**config.mk**
```make
export PLATFORM = sky130hd
export DESIGN_NAME = reset_strap_config_select
export DESIGN_NICKNAME = d
export VERILOG_FILES = /design/src/common/strap_pkg.sv /design/src/core/reset_strap_config_select.sv /design/src/core/strap_decode.sv
export SDC_FILE = /design/constraint.sdc
export NUM_CORES = 1
export LEC_CHECK = 0
export ABC_AREA = 1
export BUFFER_PORTS_ARGS = -buffer_cell sky130_fd_sc_hd__clkbuf_2
export CAP_MARGIN = 25
export CORE_ASPECT_RATIO = 0.5
export CORE_MARGIN = 4
export CORE_UTILIZATION = 59
export DETAILED_ROUTE_END_ITERATION = 7
export PLACE_DENSITY = 0.95
export SLEW_MARGIN = 5
export SYNTH_ARGS = -nofsm -noshare
export SYNTH_HDL_FRONTEND = slang
export SYNTH_SLANG_ARGS = --single-unit
export TNS_END_PERCENT = 10
```
**constraint.sdc**
```tcl
create_clock -name clk -period 5.9 [get_ports clk]
set_clock_uncertainty 0.05 [all_clocks]
set_input_delay 0.295 -clock clk [delete_from_list [all_inputs] [get_ports clk]]
set_output_delay 0.295 -clock clk [all_outputs]
set_load 0.01 [all_outputs]
```
**src/common/strap_pkg.sv**
```systemverilog
// shared constants, carriers and states for the reset strap loader
package strap_pkg;
  localparam int GPIO_N = 16;
  localparam int IDX_W = 16;
  localparam int POS_W = 5;
  localparam int OUT_CLK_N = 12;
  localparam int PIN_PROTO = 9;
  localparam logic [GPIO_N-1:0] DEF_CFG_MASK = 16'h000f;
  localparam logic [GPIO_N-1:0] PULL_UP_RESET = 16'hffff;
  localparam logic [GPIO_N-1:0] GPIO_IN_MODE_RESET = 16'hffff;
  localparam logic [OUT_CLK_N-1:0] OUT_CLK_EN_RESET = 12'h000;
  localparam logic [IDX_W-1:0] CFG_INDEX_RESET = 16'h000f;

  typedef struct packed {
    logic proto_i2c;
    logic addr_bit2;
    logic eeprom_dis;
    logic [IDX_W-1:0] cfg_index;
  } straps_s;

  typedef struct packed {
    logic [GPIO_N-1:0] addr_bit2_mask;
    logic [GPIO_N-1:0] eeprom_dis_mask;
    logic [GPIO_N-1:0] cfg_sel_mask;
  } roles_s;

  typedef enum logic [3:0] {
    S_HOLD = 4'h0,
    S_CAPTURE = 4'h1,
    S_LOAD_CFG = 4'h2,
    S_WAIT_CFG = 4'h3,
    S_REG_EN = 4'h4,
    S_CLK_EN = 4'h5,
    S_PLL_CAL = 4'h6,
    S_PLL_LOCK = 4'h7,
    S_EEPROM = 4'h8,
    S_DONE = 4'h9
  } seq_e;
endpackage : strap_pkg

```
**src/core/reset_strap_config_select.sv**
```systemverilog
// strap capture at master reset release and start-up sequencing
`timescale 1ns/1ps
// Notes on behaviour
// - all gpio levels are caught at the release of master reset
// - captured gpio 9 picks the serial protocol: low spi, high i2c
// - every strap-derived setting can be rewritten by software afterwards
// - no pin in the address role gives address bit 2 zero
// - several address pins: only the highest-indexed one counts
// - the address strap does nothing when spi is chosen
// - a high eeprom-disable strap stops the eeprom fetch at start-up
// - with no eeprom-disable pin the eeprom search is attempted in i2c mode
// - several eeprom-disable pins are ored together
// - no config-select pins means gpio 3 to 0 form the index
// - strap pins pull up by default, so idle select pins give 15
// - index bits follow pin order, lowest pin is the lsb
// - fewer than four select pins leave upper index bits zero
// - more than four select pins give a wider index
// - the select strap picks the stored config, not on unprogrammed parts
// - pin roles come from the factory information block
// - defaults leave output clocks off and gpios as inputs
// - start-up loads config, enables regulators and clocks, calibrates and locks pll
// - a stored config with a bad checksum is not applied
// - the eeprom search is skipped in spi mode
module reset_strap_config_select (
  input wire logic clk,
  input wire logic rst_n,
  input wire logic master_reset_n,
  input wire logic [strap_pkg::GPIO_N-1:0] gpio_in,
  input wire strap_pkg::roles_s roles,
  input wire logic roles_valid,
  input wire logic unprogrammed,
  input wire logic cfg_load_done,
  input wire logic cfg_checksum_ok,
  input wire logic pll_cal_done,
  input wire logic pll_locked,
  input wire logic eeprom_done,
  input wire logic sw_straps_we,
  input wire strap_pkg::straps_s sw_straps,
  input wire logic sw_out_clk_we,
  input wire logic [strap_pkg::OUT_CLK_N-1:0] sw_out_clk_en,
  input wire logic sw_gpio_we,
  input wire logic [strap_pkg::GPIO_N-1:0] sw_gpio_in_mode,
  input wire logic [strap_pkg::GPIO_N-1:0] sw_pull_up_en,
  output strap_pkg::straps_s straps,
  output logic [strap_pkg::GPIO_N-1:0] captured_pins,
  output logic [strap_pkg::GPIO_N-1:0] pull_up_en,
  output logic [strap_pkg::GPIO_N-1:0] gpio_in_mode,
  output logic [strap_pkg::OUT_CLK_N-1:0] out_clk_en,
  output logic cfg_load_req,
  output logic [strap_pkg::IDX_W-1:0] cfg_load_index,
  output logic cfg_applied,
  output logic regulator_en,
  output logic clocks_en,
  output logic pll_cal_start,
  output logic pll_lock_en,
  output logic eeprom_search_req,
  output logic seq_busy,
  output logic seq_done
);
  localparam int N = strap_pkg::GPIO_N;

  // pins and master reset come from outside: two flops before any use
  logic mr_s1_r;
  logic mr_s2_r;
  logic mr_prev_r;
  logic [N-1:0] pin_s1_r;
  logic [N-1:0] pin_s2_r;

  always_ff @(posedge clk or negedge rst_n) begin
    if (!rst_n) begin
      mr_s1_r <= 1'b0;
      mr_s2_r <= 1'b0;
      mr_prev_r <= 1'b0;
      pin_s1_r <= strap_pkg::PULL_UP_RESET;
      pin_s2_r <= strap_pkg::PULL_UP_RESET;
    end else begin
      mr_s1_r <= master_reset_n;
      mr_s2_r <= mr_s1_r;
      mr_prev_r <= mr_s2_r;
      pin_s1_r <= gpio_in;
      pin_s2_r <= pin_s1_r;
    end
  end

  // both paths have equal depth, so pins line up with the reset edge
  logic mr_rise;
  logic mr_low;
  assign mr_rise = mr_s2_r & ~mr_prev_r;
  assign mr_low = ~mr_s2_r;

  // capture and decode
  logic [N-1:0] cap_r;
  logic [N-1:0] cap_nxt;
  logic unprog_r;
  logic unprog_nxt;
  strap_pkg::straps_s dec_straps;

  always_comb begin
    cap_nxt = cap_r;
    unprog_nxt = unprog_r;
    if (mr_rise) begin
      cap_nxt = pin_s2_r;
      // an invalid information block behaves as unprogrammed
      unprog_nxt = unprogrammed | ~roles_valid;
    end
  end

  always_ff @(posedge clk or negedge rst_n) begin
    if (!rst_n) begin
      cap_r <= strap_pkg::PULL_UP_RESET;
      unprog_r <= 1'b1;
    end else begin
      cap_r <= cap_nxt;
      unprog_r <= unprog_nxt;
    end
  end

  strap_decode u_decode (
    .pins(pin_s2_r),
    .roles(roles),
    .unprogrammed(unprogrammed | ~roles_valid),
    .straps(dec_straps)
  );

  // setting registers: straps load at release, software may overwrite later
  strap_pkg::straps_s straps_r;
  strap_pkg::straps_s straps_nxt;
  logic [strap_pkg::OUT_CLK_N-1:0] out_clk_r;
  logic [strap_pkg::OUT_CLK_N-1:0] out_clk_nxt;
  logic [N-1:0] in_mode_r;
  logic [N-1:0] in_mode_nxt;
  logic [N-1:0] pull_r;
  logic [N-1:0] pull_nxt;

  always_comb begin
    straps_nxt = straps_r;
    out_clk_nxt = out_clk_r;
    in_mode_nxt = in_mode_r;
    pull_nxt = pull_r;
    if (mr_rise) begin
      straps_nxt = dec_straps;
    end else if (sw_straps_we) begin
      straps_nxt = sw_straps;
    end
    if (sw_out_clk_we) begin
      out_clk_nxt = sw_out_clk_en;
    end
    if (sw_gpio_we) begin
      in_mode_nxt = sw_gpio_in_mode;
      pull_nxt = sw_pull_up_en;
    end
    // a new master reset puts pins back to pulled-up inputs, clocks off
    if (mr_low) begin
      out_clk_nxt = strap_pkg::OUT_CLK_EN_RESET;
      in_mode_nxt = strap_pkg::GPIO_IN_MODE_RESET;
      pull_nxt = strap_pkg::PULL_UP_RESET;
    end
  end

  always_ff @(posedge clk or negedge rst_n) begin
    if (!rst_n) begin
      straps_r <= '{proto_i2c: strap_pkg::PULL_UP_RESET[strap_pkg::PIN_PROTO],
                    addr_bit2: 1'b0, eeprom_dis: 1'b0,
                    cfg_index: strap_pkg::CFG_INDEX_RESET};
      out_clk_r <= strap_pkg::OUT_CLK_EN_RESET;
      in_mode_r <= strap_pkg::GPIO_IN_MODE_RESET;
      pull_r <= strap_pkg::PULL_UP_RESET;
    end else begin
      straps_r <= straps_nxt;
      out_clk_r <= out_clk_nxt;
      in_mode_r <= in_mode_nxt;
      pull_r <= pull_nxt;
    end
  end

  // start-up sequencer
  strap_pkg::seq_e st_r;
  strap_pkg::seq_e st_nxt;
  logic applied_r;
  logic applied_nxt;
  logic reg_en_r;
  logic reg_en_nxt;
  logic clk_en_r;
  logic clk_en_nxt;
  logic lock_en_r;
  logic lock_en_nxt;
  logic load_req_r;
  logic load_req_nxt;
  logic cal_r;
  logic cal_nxt;
  logic ee_req_r;
  logic ee_req_nxt;
  logic ee_allowed;

  // spi has no i2c master pins, so no search is possible then
  assign ee_allowed = straps_r.proto_i2c & ~straps_r.eeprom_dis;

  always_comb begin
    st_nxt = st_r;
    applied_nxt = applied_r;
    reg_en_nxt = reg_en_r;
    clk_en_nxt = clk_en_r;
    lock_en_nxt = lock_en_r;
    load_req_nxt = 1'b0;
    cal_nxt = 1'b0;
    ee_req_nxt = 1'b0;
    unique case (st_r)
      strap_pkg::S_HOLD: begin
        if (mr_rise) begin
          st_nxt = strap_pkg::S_CAPTURE;
        end
      end
      strap_pkg::S_CAPTURE: begin
        st_nxt = strap_pkg::S_LOAD_CFG;
      end
      strap_pkg::S_LOAD_CFG: begin
        if (unprog_r) begin
          st_nxt = strap_pkg::S_REG_EN;
        end else begin
          load_req_nxt = 1'b1;
          st_nxt = strap_pkg::S_WAIT_CFG;
        end
      end
      strap_pkg::S_WAIT_CFG: begin
        if (cfg_load_done) begin
          applied_nxt = cfg_checksum_ok;
          st_nxt = strap_pkg::S_REG_EN;
        end
      end
      strap_pkg::S_REG_EN: begin
        reg_en_nxt = 1'b1;
        st_nxt = strap_pkg::S_CLK_EN;
      end
      strap_pkg::S_CLK_EN: begin
        clk_en_nxt = 1'b1;
        cal_nxt = 1'b1;
        st_nxt = strap_pkg::S_PLL_CAL;
      end
      strap_pkg::S_PLL_CAL: begin
        if (pll_cal_done) begin
          lock_en_nxt = 1'b1;
          st_nxt = strap_pkg::S_PLL_LOCK;
        end
      end
      strap_pkg::S_PLL_LOCK: begin
        if (pll_locked) begin
          if (ee_allowed) begin
            ee_req_nxt = 1'b1;
            st_nxt = strap_pkg::S_EEPROM;
          end else begin
            st_nxt = strap_pkg::S_DONE;
          end
        end
      end
      strap_pkg::S_EEPROM: begin
        if (eeprom_done) begin
          st_nxt = strap_pkg::S_DONE;
        end
      end
      strap_pkg::S_DONE: begin
        st_nxt = strap_pkg::S_DONE;
      end
    endcase
    // master reset held low aborts any step and waits for release
    if (mr_low) begin
      st_nxt = strap_pkg::S_HOLD;
      applied_nxt = 1'b0;
      reg_en_nxt = 1'b0;
      clk_en_nxt = 1'b0;
      lock_en_nxt = 1'b0;
      load_req_nxt = 1'b0;
      cal_nxt = 1'b0;
      ee_req_nxt = 1'b0;
    end
  end

  always_ff @(posedge clk or negedge rst_n) begin
    if (!rst_n) begin
      st_r <= strap_pkg::S_HOLD;
      applied_r <= 1'b0;
      reg_en_r <= 1'b0;
      clk_en_r <= 1'b0;
      lock_en_r <= 1'b0;
      load_req_r <= 1'b0;
      cal_r <= 1'b0;
      ee_req_r <= 1'b0;
    end else begin
      st_r <= st_nxt;
      applied_r <= applied_nxt;
      reg_en_r <= reg_en_nxt;
      clk_en_r <= clk_en_nxt;
      lock_en_r <= lock_en_nxt;
      load_req_r <= load_req_nxt;
      cal_r <= cal_nxt;
      ee_req_r <= ee_req_nxt;
    end
  end

  assign straps = straps_r;
  assign captured_pins = cap_r;
  assign pull_up_en = pull_r;
  assign gpio_in_mode = in_mode_r;
  assign out_clk_en = out_clk_r;
  assign cfg_load_req = load_req_r;
  assign cfg_load_index = straps_r.cfg_index;
  assign cfg_applied = applied_r;
  assign regulator_en = reg_en_r;
  assign clocks_en = clk_en_r;
  assign pll_cal_start = cal_r;
  assign pll_lock_en = lock_en_r;
  assign eeprom_search_req = ee_req_r;
  assign seq_busy = (st_r != strap_pkg::S_HOLD) && (st_r != strap_pkg::S_DONE);
  assign seq_done = (st_r == strap_pkg::S_DONE);
endmodule : reset_strap_config_select

```
**src/core/strap_decode.sv**
```systemverilog
// decodes captured pin levels into strap settings by role masks
`timescale 1ns/1ps
module strap_decode (
  input wire logic [strap_pkg::GPIO_N-1:0] pins,
  input wire strap_pkg::roles_s roles,
  input wire logic unprogrammed,
  output strap_pkg::straps_s straps
);
  localparam int N = strap_pkg::GPIO_N;
  logic [N-1:0] a2_mask;
  logic [N-1:0] ee_mask;
  logic [N-1:0] cfg_mask;
  logic [N:0] above;
  logic [N-1:0] a2_hit;
  logic [strap_pkg::POS_W-1:0] pos [0:N];
  logic [strap_pkg::IDX_W-1:0] idx;

  // unprogrammed parts keep the default role map
  assign a2_mask = unprogrammed ? '0 : roles.addr_bit2_mask;
  assign ee_mask = unprogrammed ? '0 : roles.eeprom_dis_mask;
  assign cfg_mask = (unprogrammed || roles.cfg_sel_mask == '0) ?
                    strap_pkg::DEF_CFG_MASK : roles.cfg_sel_mask;

  assign above[N] = 1'b0;
  assign pos[0] = '0;

  genvar i, j;
  generate
    for (i = 0; i < N; i++) begin : g_pin
      assign above[i] = above[i+1] | a2_mask[i];
      assign a2_hit[i] = a2_mask[i] & ~above[i+1];
      assign pos[i+1] = pos[i] + strap_pkg::POS_W'(cfg_mask[i]);
    end
    for (j = 0; j < strap_pkg::IDX_W; j++) begin : g_bit
      logic [N-1:0] take;
      for (i = 0; i < N; i++) begin : g_src
        // unused upper bits stay zero when fewer pins are assigned
        assign take[i] = cfg_mask[i] & (pos[i] == strap_pkg::POS_W'(j)) & pins[i];
      end
      assign idx[j] = |take;
    end
  endgenerate

  always_comb begin
    straps.proto_i2c = pins[strap_pkg::PIN_PROTO];
    // no assigned pin leaves the bit at zero; spi ignores it
    straps.addr_bit2 = pins[strap_pkg::PIN_PROTO] & |(a2_hit & pins);
    straps.eeprom_dis = |(ee_mask & pins);
    straps.cfg_index = idx;
  end
endmodule : strap_decode

```
-- Yosys cells after proc, flatten, opt, wreduce, memory -nomap -nowiden
Index checks and enable logic that the tools add are counted.
Widths: inputs -> output; s select.
- equality and inequality tests: 233
- bitwise operators: 506
- $add $sub $neg: 14
- mux-type cells: 39
- reduce and logical (&&, ||, !) cells: 42
- operators with widths (operator ; count):
    $eq 5x4->1 const B ; 112
    $and 1x1->1 ; 471
    $eq 5x3->1 const B ; 56
    $reduce_or 14->1 ; 14
    $eq 5x2->1 const B ; 28
    $mux 16 ; 7
    $logic_not 5->1 ; 15
    $eq 5x1->1 const B ; 14
    $add 5x1->5 ; 13
    $reduce_or 16->1 ; 3
    $pmux 4 s10 ; 1
    $mux 19 ; 2
    $and 16x16->16 ; 2
    $mux 12 ; 2
    $mux 4 ; 6
    $mux 1 ; 20
    $not 1->1 ; 18
    $eq 4x3->1 const B ; 4
    $logic_not 16->1 ; 1
    $ne 3x3->1 const B ; 5
    $or 1x1->1 ; 15
    $reduce_or 15->1 ; 1
    $eq 4x2->1 const B ; 2
    $eq 4x4->1 const B ; 2
    13 further kinds ; 20
- output and inout port bits: 104
- register bits after elaboration: 126

-- Longest topological paths before layout
Gate-level depths: netlist of run 1.
- depth in word-level cells: 23
- mapped depth: 45
- mapped depth without buffers: 43

-- By module
From an unflattened synthesis of run 1, not the netlist that was laid out.
- cells, all modules: 1417
- area total of the unflattened synthesis: 9562.9 um2
- modules (own cells, without submodules) (module ; instances ; area each (um2) ; sequential area each (um2) ; cells each):
    reset_strap_config_select ; 1 ; 5048.6 ; 3260.6 ; 513
    strap_decode ; 1 ; 4514.3 ; 0.0 ; 904

-- Worst setup path after synthesis of run 1
No wires, ideal clock.
- path kind: in2reg
- start point: input port roles[1] in the netlist's numbering
- end point: register straps_r, in the netlist cfg_load_index[10]
- stages on the path: 31
- data arrival time: 6.783 ns
- required time: 5.733 ns
- setup slack: -1.049 ns
- buffers on the path: 1
- path through: nor2_1 > nand3_1 > nor2_1 > nand2_1 > nand2_1 > clkbuf_1 > inv_1 > nand2_1 > inv_1 > fa_1 > inv_1 > ha_1 > ha_1 > ha_1 > ha_1 > ha_1 > ha_1 > ha_1 > ha_1 > ha_1 > ha_1 > ha_1 > ha_1 > ha_1 > xor3_1 > nand3_1 > nor2_1 > nand3_1 > nand2_1 > nand2_1 > nand2_1
- longest elaborated chain between the ends: 22
- elaborated cells on any way between the ends: 61
- those cells by class: add/sub: 14; eq/ne: 14; mux: 2; bitwise: 28; reduce/logical: 3
- ends and longest elaborated chain (element ; RTL line ; source):
    from (decl) ; reset_strap_config_select.sv:29 ; input wire strap_pkg::roles_s roles,
    $logic_not 16->1 ; strap_decode.sv:21 ; assign cfg_mask = (unprogrammed || roles.cfg_sel_mask == '0) ?
    $logic_or 1x1->1 ; strap_decode.sv:21 ;
    $mux 16 * ; strap_decode.sv:21 ;
    $add 1x1->2 ; strap_decode.sv:32 ; assign pos[i+1] = pos[i] + strap_pkg::POS_W'(cfg_mask[i]);
    $add 5x1->5 (13 in a row) ; strap_decode.sv:32 ;
    $eq 5x4->1 ; strap_decode.sv:38 ; assign take[i] = cfg_mask[i] & (pos[i] == strap_pkg::POS_W'(j)) & pins[i];
    $and 1x1->1 (2 in a row) ; strap_decode.sv:38 ;
    $reduce_or 14->1 * ; strap_decode.sv:40 ; assign idx[j] = |take;
    $mux 19 * ; reset_strap_config_select.sv:140 ; if (mr_rise) begin
    to (signal assigned) ; reset_strap_config_select.sv:162 ; straps_r <= '{proto_i2c: strap_pkg::PULL_UP_RESET[strap_pkg::PIN_PROTO],
    to (signal assigned) ; reset_strap_config_select.sv:169 ; straps_r <= straps_nxt;
    to (decl) ; reset_strap_config_select.sv:126 ; strap_pkg::straps_s straps_r;
Every way passes the cells marked *; elsewhere a longest branch is shown, timed or not.
A chain may end at the register's enable or synchronous reset.

-- Worst setup path after layout of run 1
- start point: input port roles[12] in the netlist's numbering
- end point: register straps_r, in the netlist cfg_load_index[8]
Same word-level chain as after synthesis.

==> results.ini, run 1 <==
[synth]
syn_area_um2 = 10000
yosysTopAreaCell = dfstp_2
yosysWarnings = 0
netlist_top_cells_count = nand2_1, nor2_1, inv_1
syn_area_per_cell_um2 = 6.67
ys.flop_type = dfstp_2
synth_edf_count = 0
synth_area_leaders = dfstp_2, nand2_1, dfrtp_1
netlist.area_leader.share_pct = 22.6
synth-seq-area-share_pct = 32.6
synth.most_common_cell = nand2_1
async_reset_ff_share_pct = 100
synthCells = 1501
synth_nets = 1670
ys_seq_elements = 126
yosys.cell_types.count = 42

[timing]
fin_crit_ps = 6090
finalSetupViolations = 12
timing.fmax_ghz = 0.164
hold_violations = 0
finalMaxSlewViolations = 0
fin_crit_sh_pct = 103
worst_slew_pin_slew_ps = 903
finalWorstSetupSlack_ps = -194
slew_headroom_pct = 39.8

[setup_path]
reg2reg_to = cfg_load_index[0]$_DFFE_PN1P_
crit_path_end = cfg_load_index[8]$_DFFE_PN0P_
path_buf_inv = 7
cp_max_fo = 7
slowest_stage = fa_1
r2r_cells = 19
regToRegSetupSlack_ps = 2020
cp-end-kind = flop
max_stage_delay_ps = 500
reg2reg_from = mr_s2_r$_DFF_PN0_
cp.depth = 35
start_kind = primary input
cp_data_arrival_time_ps = 6420
cpMostUsedCell = ha_4
critPathKind = in2reg
critPathLaunch = roles[12]
critPathRequiredTime_ps = 6230
cp_top_family = adder cells

[detailed_routing]
vias_per_cell = 6.17
ant_nets = 0
wl_um = 39900
first_iter_violations = 1837
vias = 12500
drc = 99
wl_per_cell_um = 19.6
drt-pass1-iter-count = 8

[pwr]
p_clk_share_pct = 31.9
sequentialPowerShare_pct = 29.5
p_int_w = 0.00215
power_density_nw_per_um2 = 279
swShare_pct = 39.5
p_sw_w = 0.00141
vdd_drop_max_mv = 0.234
p_leak_nw = 6.37
combPwrFrac_pct = 38.6

[clock_network]
clockBufferDepth = 2
cts.sinks = 126
clk_pin_slew_ps = 80
cts-root-buf = clkbuf_16
worstSkewPairLatency_ps = 420
cts_tree = yes
cts_inserted_buffers = 17
cts_setup_buffers = 0
htree_levels = 4

[placement]
place_congestion = 1.02
dp_hpwl_um = 26200
place_inst = 1977
portBuffers = 243

[floorplanning]
die_h_um = 100
dieArea_um2 = 19300
start_util_pct = 60.6
ioPinCount = 244
die_w_um = 192
row_count = 33
design.core.area_um2 = 16500

[global_route]
grt_max_degree = 73
overflow = 0
first_global_vias = 12000
grt_use_total_pct = 39.4
antenna_found_initial = 3
grt_pass1_wl_um = 60300

[status]
failed_checks = design-rule violations, negative setup slack
status = finished, violations left

[final_layout]
drive_gt1_share_pct = 30.8
final_util_pct = 77.3
num-nets-final = 1956
final_cells = 2029
syn_to_final_growth_pct = 27.5

[run]
max_cap_violations = 0

[min_path]
hp-class = in2reg

-- how the worst min path moves through the flow --
stage	start	end	slack [ps]	cells after the start
finish	sw_pull_up_en[5]	pull_up_en[5]$_DFFE_PN1P_	30	3
global route	sw_out_clk_en[11]	out_clk_en[11]$_DFFE_PN0P_	50	3
CTS	sw_out_clk_en[11]	out_clk_en[11]$_DFFE_PN0P_	30	3
detailed placement	mr_s1_r$_DFF_PN0_	mr_s2_r$_DFF_PN0_	290	0
global placement	mr_s1_r$_DFF_PN0_	mr_s2_r$_DFF_PN0_	280	0
floorplan	rst_n	cfg_applied$_DFFE_PN0P_	-50	0
-- tightest hold or removal path, delay by kind of cell --
| kind | cells | cell delay [ps] |
|---|---|---|
| compound gates | 2 | 110 |
| buf+inv | 1 | 80 |
-- repair_timing --
action,in CTS,in global routing
setup endpoints to repair,0,13
endpoints found under the hold margin,47,0
resized for setup,0,20
hold buffers,18,0
-- metrics by stage --
step | hold slack [ps] | cell area (um^2) | TNS (ps) | worst slack, ps | power (W)
global route | 47.0 | 12800 | -3050 | -379 | 0.00369
CTS | 32.0 | 12700 | 0 | 241 | 0.00341
global placement | 283 | 11900 | 0 | 69.8 | 0.00222
detailed placement | 290 | 11900 | -717 | -71.5 | 0.00226
floorplan | -50.6 | 10300 | 0 | 46.5 | 0.00184
finish | 30.8 | 12800 | -1290 | -194 | 0.00356
-- sequential cells by signal (all words and copies together), names as in the netlist, 3 cells and up --
name	flops
captured_pins	16
cfg_load_index	16
gpio_in_mode	16
pin_s1_r	16
pin_s2_r	16
pull_up_en	16
out_clk_en	12
st_r	4
straps	3
-- cells by family after synthesis --
family	share of synthesized area [%]
adder cells (fa/ha/maj)	3.70
AO/OA/AOI/OAI	10.5
XOR/XNOR	0.475
AND/OR/NAND/NOR	42.5
buffers and inverters	10.3
flip-flops	32.6
-- power groups by stage --
| stage | Sequential (W) | Clock (W) | Combinational [W] |
|---|---|---|---|
| 3_5_place_dp | 0.00105 | 0 | 0.00122 |
| 2_1_floorplan | 0.00106 | 0 | 0.000785 |
| 4_1_cts | 0.00104 | 0.00112 | 0.00125 |
| 5_1_grt | 0.00106 | 0.00117 | 0.00147 |
| 6_report | 0.00105 | 0.00113 | 0.00137 |
| 3_3_place_gp | 0.00105 | 0 | 0.00118 |
-- per-layer routing --
layer	part of all wire [%]	up-vias	global-route usage (%)	routed length, um
met5	0.055	-	0	22
met4	8.0	4	23.1	3190
met3	12	353	9.42	4740
met2	45	1101	66.6	18000
met1	35	5621	46.2	13900
li1	-	5447	-	-
-- cell usage in the layout, fill, tap and decap left out, drive strengths merged, types with 6 or more instances in the layout --
cell,n
a31oi,6
nand2,393
ha,28
nand3b,11
nor2,253
clkinv,6
buf,56
nand4,21
nand3,192
nor3,36
dfstp,86
o22ai,6
a21oi,67
inv,204
dfrtp,40
a32oi,6
dlygate4sd3,18
clkbuf,260
o21ai,71
-- layout make-up --
| type | instances | area [um^2] |
|---|---|---|
| clock inverters | 14 | 180 |
| inverters | 199 | 749 |
| well taps | 227 | 284 |
| repair buffers | 316 | 1810 |
| fillers | 1128 | 3740 |
| multi-input cells | 1127 | 6050 |
| flip-flops and latches | 126 | 3260 |
| diodes | 2 | 5.00 |
| clock buffers | 18 | 429 |
(Power assumes the default switching activity.)
==> inputs of run 2 (changes only) <==
Settings changed: BUFFER_PORTS_ARGS -buffer_cell sky130_fd_sc_hd__clkbuf_2 to not set, CORE_UTILIZATION 59 to 60, DONT_BUFFER_PORTS set to 1, PLACE_DENSITY 0.95 to 0.87.
==> results.ini, run 2 (synthesized netlist as in run 1, its figures left out) <==
[timing]
rsz0062_at_grt = false
finalMaxSlewViolations = 0  ; unchanged
timing.fmax_ghz = 0.178  ; +8.3%
fin_crit_ps = 5630  ; -465 ps
holdWs_ps = 44.4  ; +13.7 ps
fin_crit_sh_pct = 95.4  ; -7.9 points
finalSetupViolations = 0  ; -12
hold_violations = 0  ; unchanged
worst_slew_pin_slew_ps = 710  ; -193 ps
slew_headroom_pct = 52.3  ; +13 points
setup_tns_ps = 0  ; +1290 ps

[floorplanning]
dieArea_um2 = 18900  ; -1.6%
die_h_um = 99.4  ; -0.77%
row_count = 33  ; unchanged
die_w_um = 191  ; -0.80%
start_util_pct = 61.3  ; +0.61 points
ioPinCount = 244  ; unchanged
design.core.area_um2 = 16400  ; -1.0%

[detailed_routing]
drc = 0  ; -100%
vias_per_cell = 6.09  ; -1.3%
first_iter_violations = 1080  ; -41%
ant_nets = 0  ; unchanged
vias = 11000  ; -12%
wl_per_cell_um = 19.9  ; +1.5%
wl_um = 36000  ; -9.8%
drt-pass1-iter-count = 6  ; -2

[global_route]
grt_use_total_pct = 37.1  ; -2.3 points
grt_max_degree = 127  ; +74%
grt_pass1_wl_um = 55800  ; -7.5%
first_global_vias = 10800  ; -9.8%
antenna_found_initial = 1  ; -2
overflow = 0  ; unchanged

[final_layout]
layout_common_cells = nand2_1, nor2_1, inv_1
final_util_pct = 71.8  ; -5.5 points
drive_gt1_share_pct = 16.9  ; -14 points
syn_to_final_growth_pct = 17.3
fillers = 1278  ; +13%
design_area_um2 = 11700  ; -8.0%
num-nets-final = 1732  ; -11%
final_common_cell = nand2_1

[pwr]
fin_total_pwr_w = 0.00324  ; -8.9%
combPwrFrac_pct = 33.3  ; -5.3 points
p_sw_w = 0.00125  ; -11%
p_int_w = 0.00199  ; -7.6%
vdd_drop_max_mv = 0.280  ; +20%
swShare_pct = 38.6  ; -0.89 points
power_density_nw_per_um2 = 276  ; -0.97%
sequentialPowerShare_pct = 33.9  ; +4.4 points
p_clk_share_pct = 32.9  ; +1.0 points
p_leak_nw = 5.39  ; -15%

[clock_network]
clockBufferDepth = 2  ; unchanged
worstSkewPairLatency_ps = 430  ; about the same
htree_levels = 4  ; unchanged
cts.sinks = 126  ; unchanged
cts_inserted_buffers = 17  ; unchanged
cts_tree = yes
cts-root-buf = clkbuf_16
clk_pin_slew_ps = 60  ; -20 ps

[min_path]
hp-class = in2reg
hold_end = cfg_load_index[3]$_DFFE_PN1P_
hold_start = sw_straps_we
holdPathStages = 3  ; unchanged

[setup_path]
critPathKind = in2reg
cp_max_fo = 4  ; -3
cp-end-kind = flop
slowest_stage = fa_1
max_stage_delay_ps = 520  ; +20 ps
reg2reg_to = cfg_load_index[7]$_DFFE_PN0P_
cp_data_arrival_time_ps = 5940  ; -480 ps
r2r_cells = 16  ; -3
regToRegSetupSlack_ps = 2270  ; +250 ps
start_kind = primary input
cpMostUsedCell = ha_4
critPathRequiredTime_ps = 6210  ; -20 ps
reg2reg_from = mr_s2_r$_DFF_PN0_

[status]
status = complete, no violations

[placement]
dp_hpwl_um = 25700  ; -1.7%
portBuffers = 0  ; -100%
placed_area_um2 = 10400  ; -12%
place_congestion = 0.950  ; -6.5%

[run]
max_cap_violations = 0  ; unchanged

==> run 2: through the flow <==
stage	cells	setup WS (ps)
after floorplan	1501	46.5
after global placement	1702	34.5
after detailed placement	1703	-52.4
after CTS	1802	317
after global routing	1804	1.37
final	1804	271
==> run 2: what timing repair did <==
item,4_1_cts,5_1_grt
endpoints found under the hold margin,189,1
endpoints found under the setup margin,0,2
resized for setup,0,2
buffers inserted,0,0
hold buffers,67,1
==> run 2: worst max-delay path by stage <==
stage / cells past startpoint / from / to / slack [ps]
global route: 34 / roles[15] / cfg_load_index[13]$_DFFE_PN0P_ / 1
global placement: 30 / roles[14] / cfg_load_index[10]$_DFFE_PN0P_ / 30
detailed placement: 30 / roles[14] / cfg_load_index[7]$_DFFE_PN0P_ / -50
floorplan: 31 / roles[1] / cfg_load_index[10]$_DFFE_PN0P_ / 50
finish: 30 / roles[14] / cfg_load_index[12]$_DFFE_PN0P_ / 270
CTS: 30 / roles[14] / cfg_load_index[13]$_DFFE_PN0P_ / 320
==> run 2: area by class of cell <==
| cell class | instances | area [um^2] | area share, % |
|---|---|---|---|
| well taps | 227 | 284 | 2.42 |
| repair buffers | 92 | 896 | 7.63 |
| clock buffers | 18 | 429 | 3.65 |
| inverters | 199 | 749 | 6.38 |
| multi-input cells | 1127 | 5970 | 50.8 |
| flip-flops and latches | 126 | 3260 | 27.8 |
| clock inverters | 14 | 155 | 1.32 |
| diodes | 1 | 2.50 | 0.0213 |
==> run 2: critical path: cells and delay by family <==
family	cells	cell delay, ps
adder cells (fa/ha/maj)	14	3980
AND/OR/NAND/NOR	12	1420
buffers and inverters	4	260
==> run 2: power groups by stage <==
stage / Sequential, W / Clock, W / Combinational (W)
final: 0.00110 / 0.00107 / 0.00108
after global routing: 0.00110 / 0.00110 / 0.00118
after CTS: 0.00109 / 0.00105 / 0.00104
after detailed placement: 0.00110 / 0 / 0.000970
after global placement: 0.00110 / 0 / 0.000947
after floorplan: 0.00106 / 0 / 0.000785
==> run 2: layer usage <==
| layer | vias up | global-route usage [%] | share of wire (%) |
|---|---|---|---|
| met5 | - | 0 | 0 |
| met2 | 681 | 65.9 | 49 |
| li1 | 5010 | - | - |
| met1 | 5144 | 42.9 | 37 |
| met4 | 0 | 16.7 | 4.7 |
| met3 | 152 | 9.05 | 9.4 |
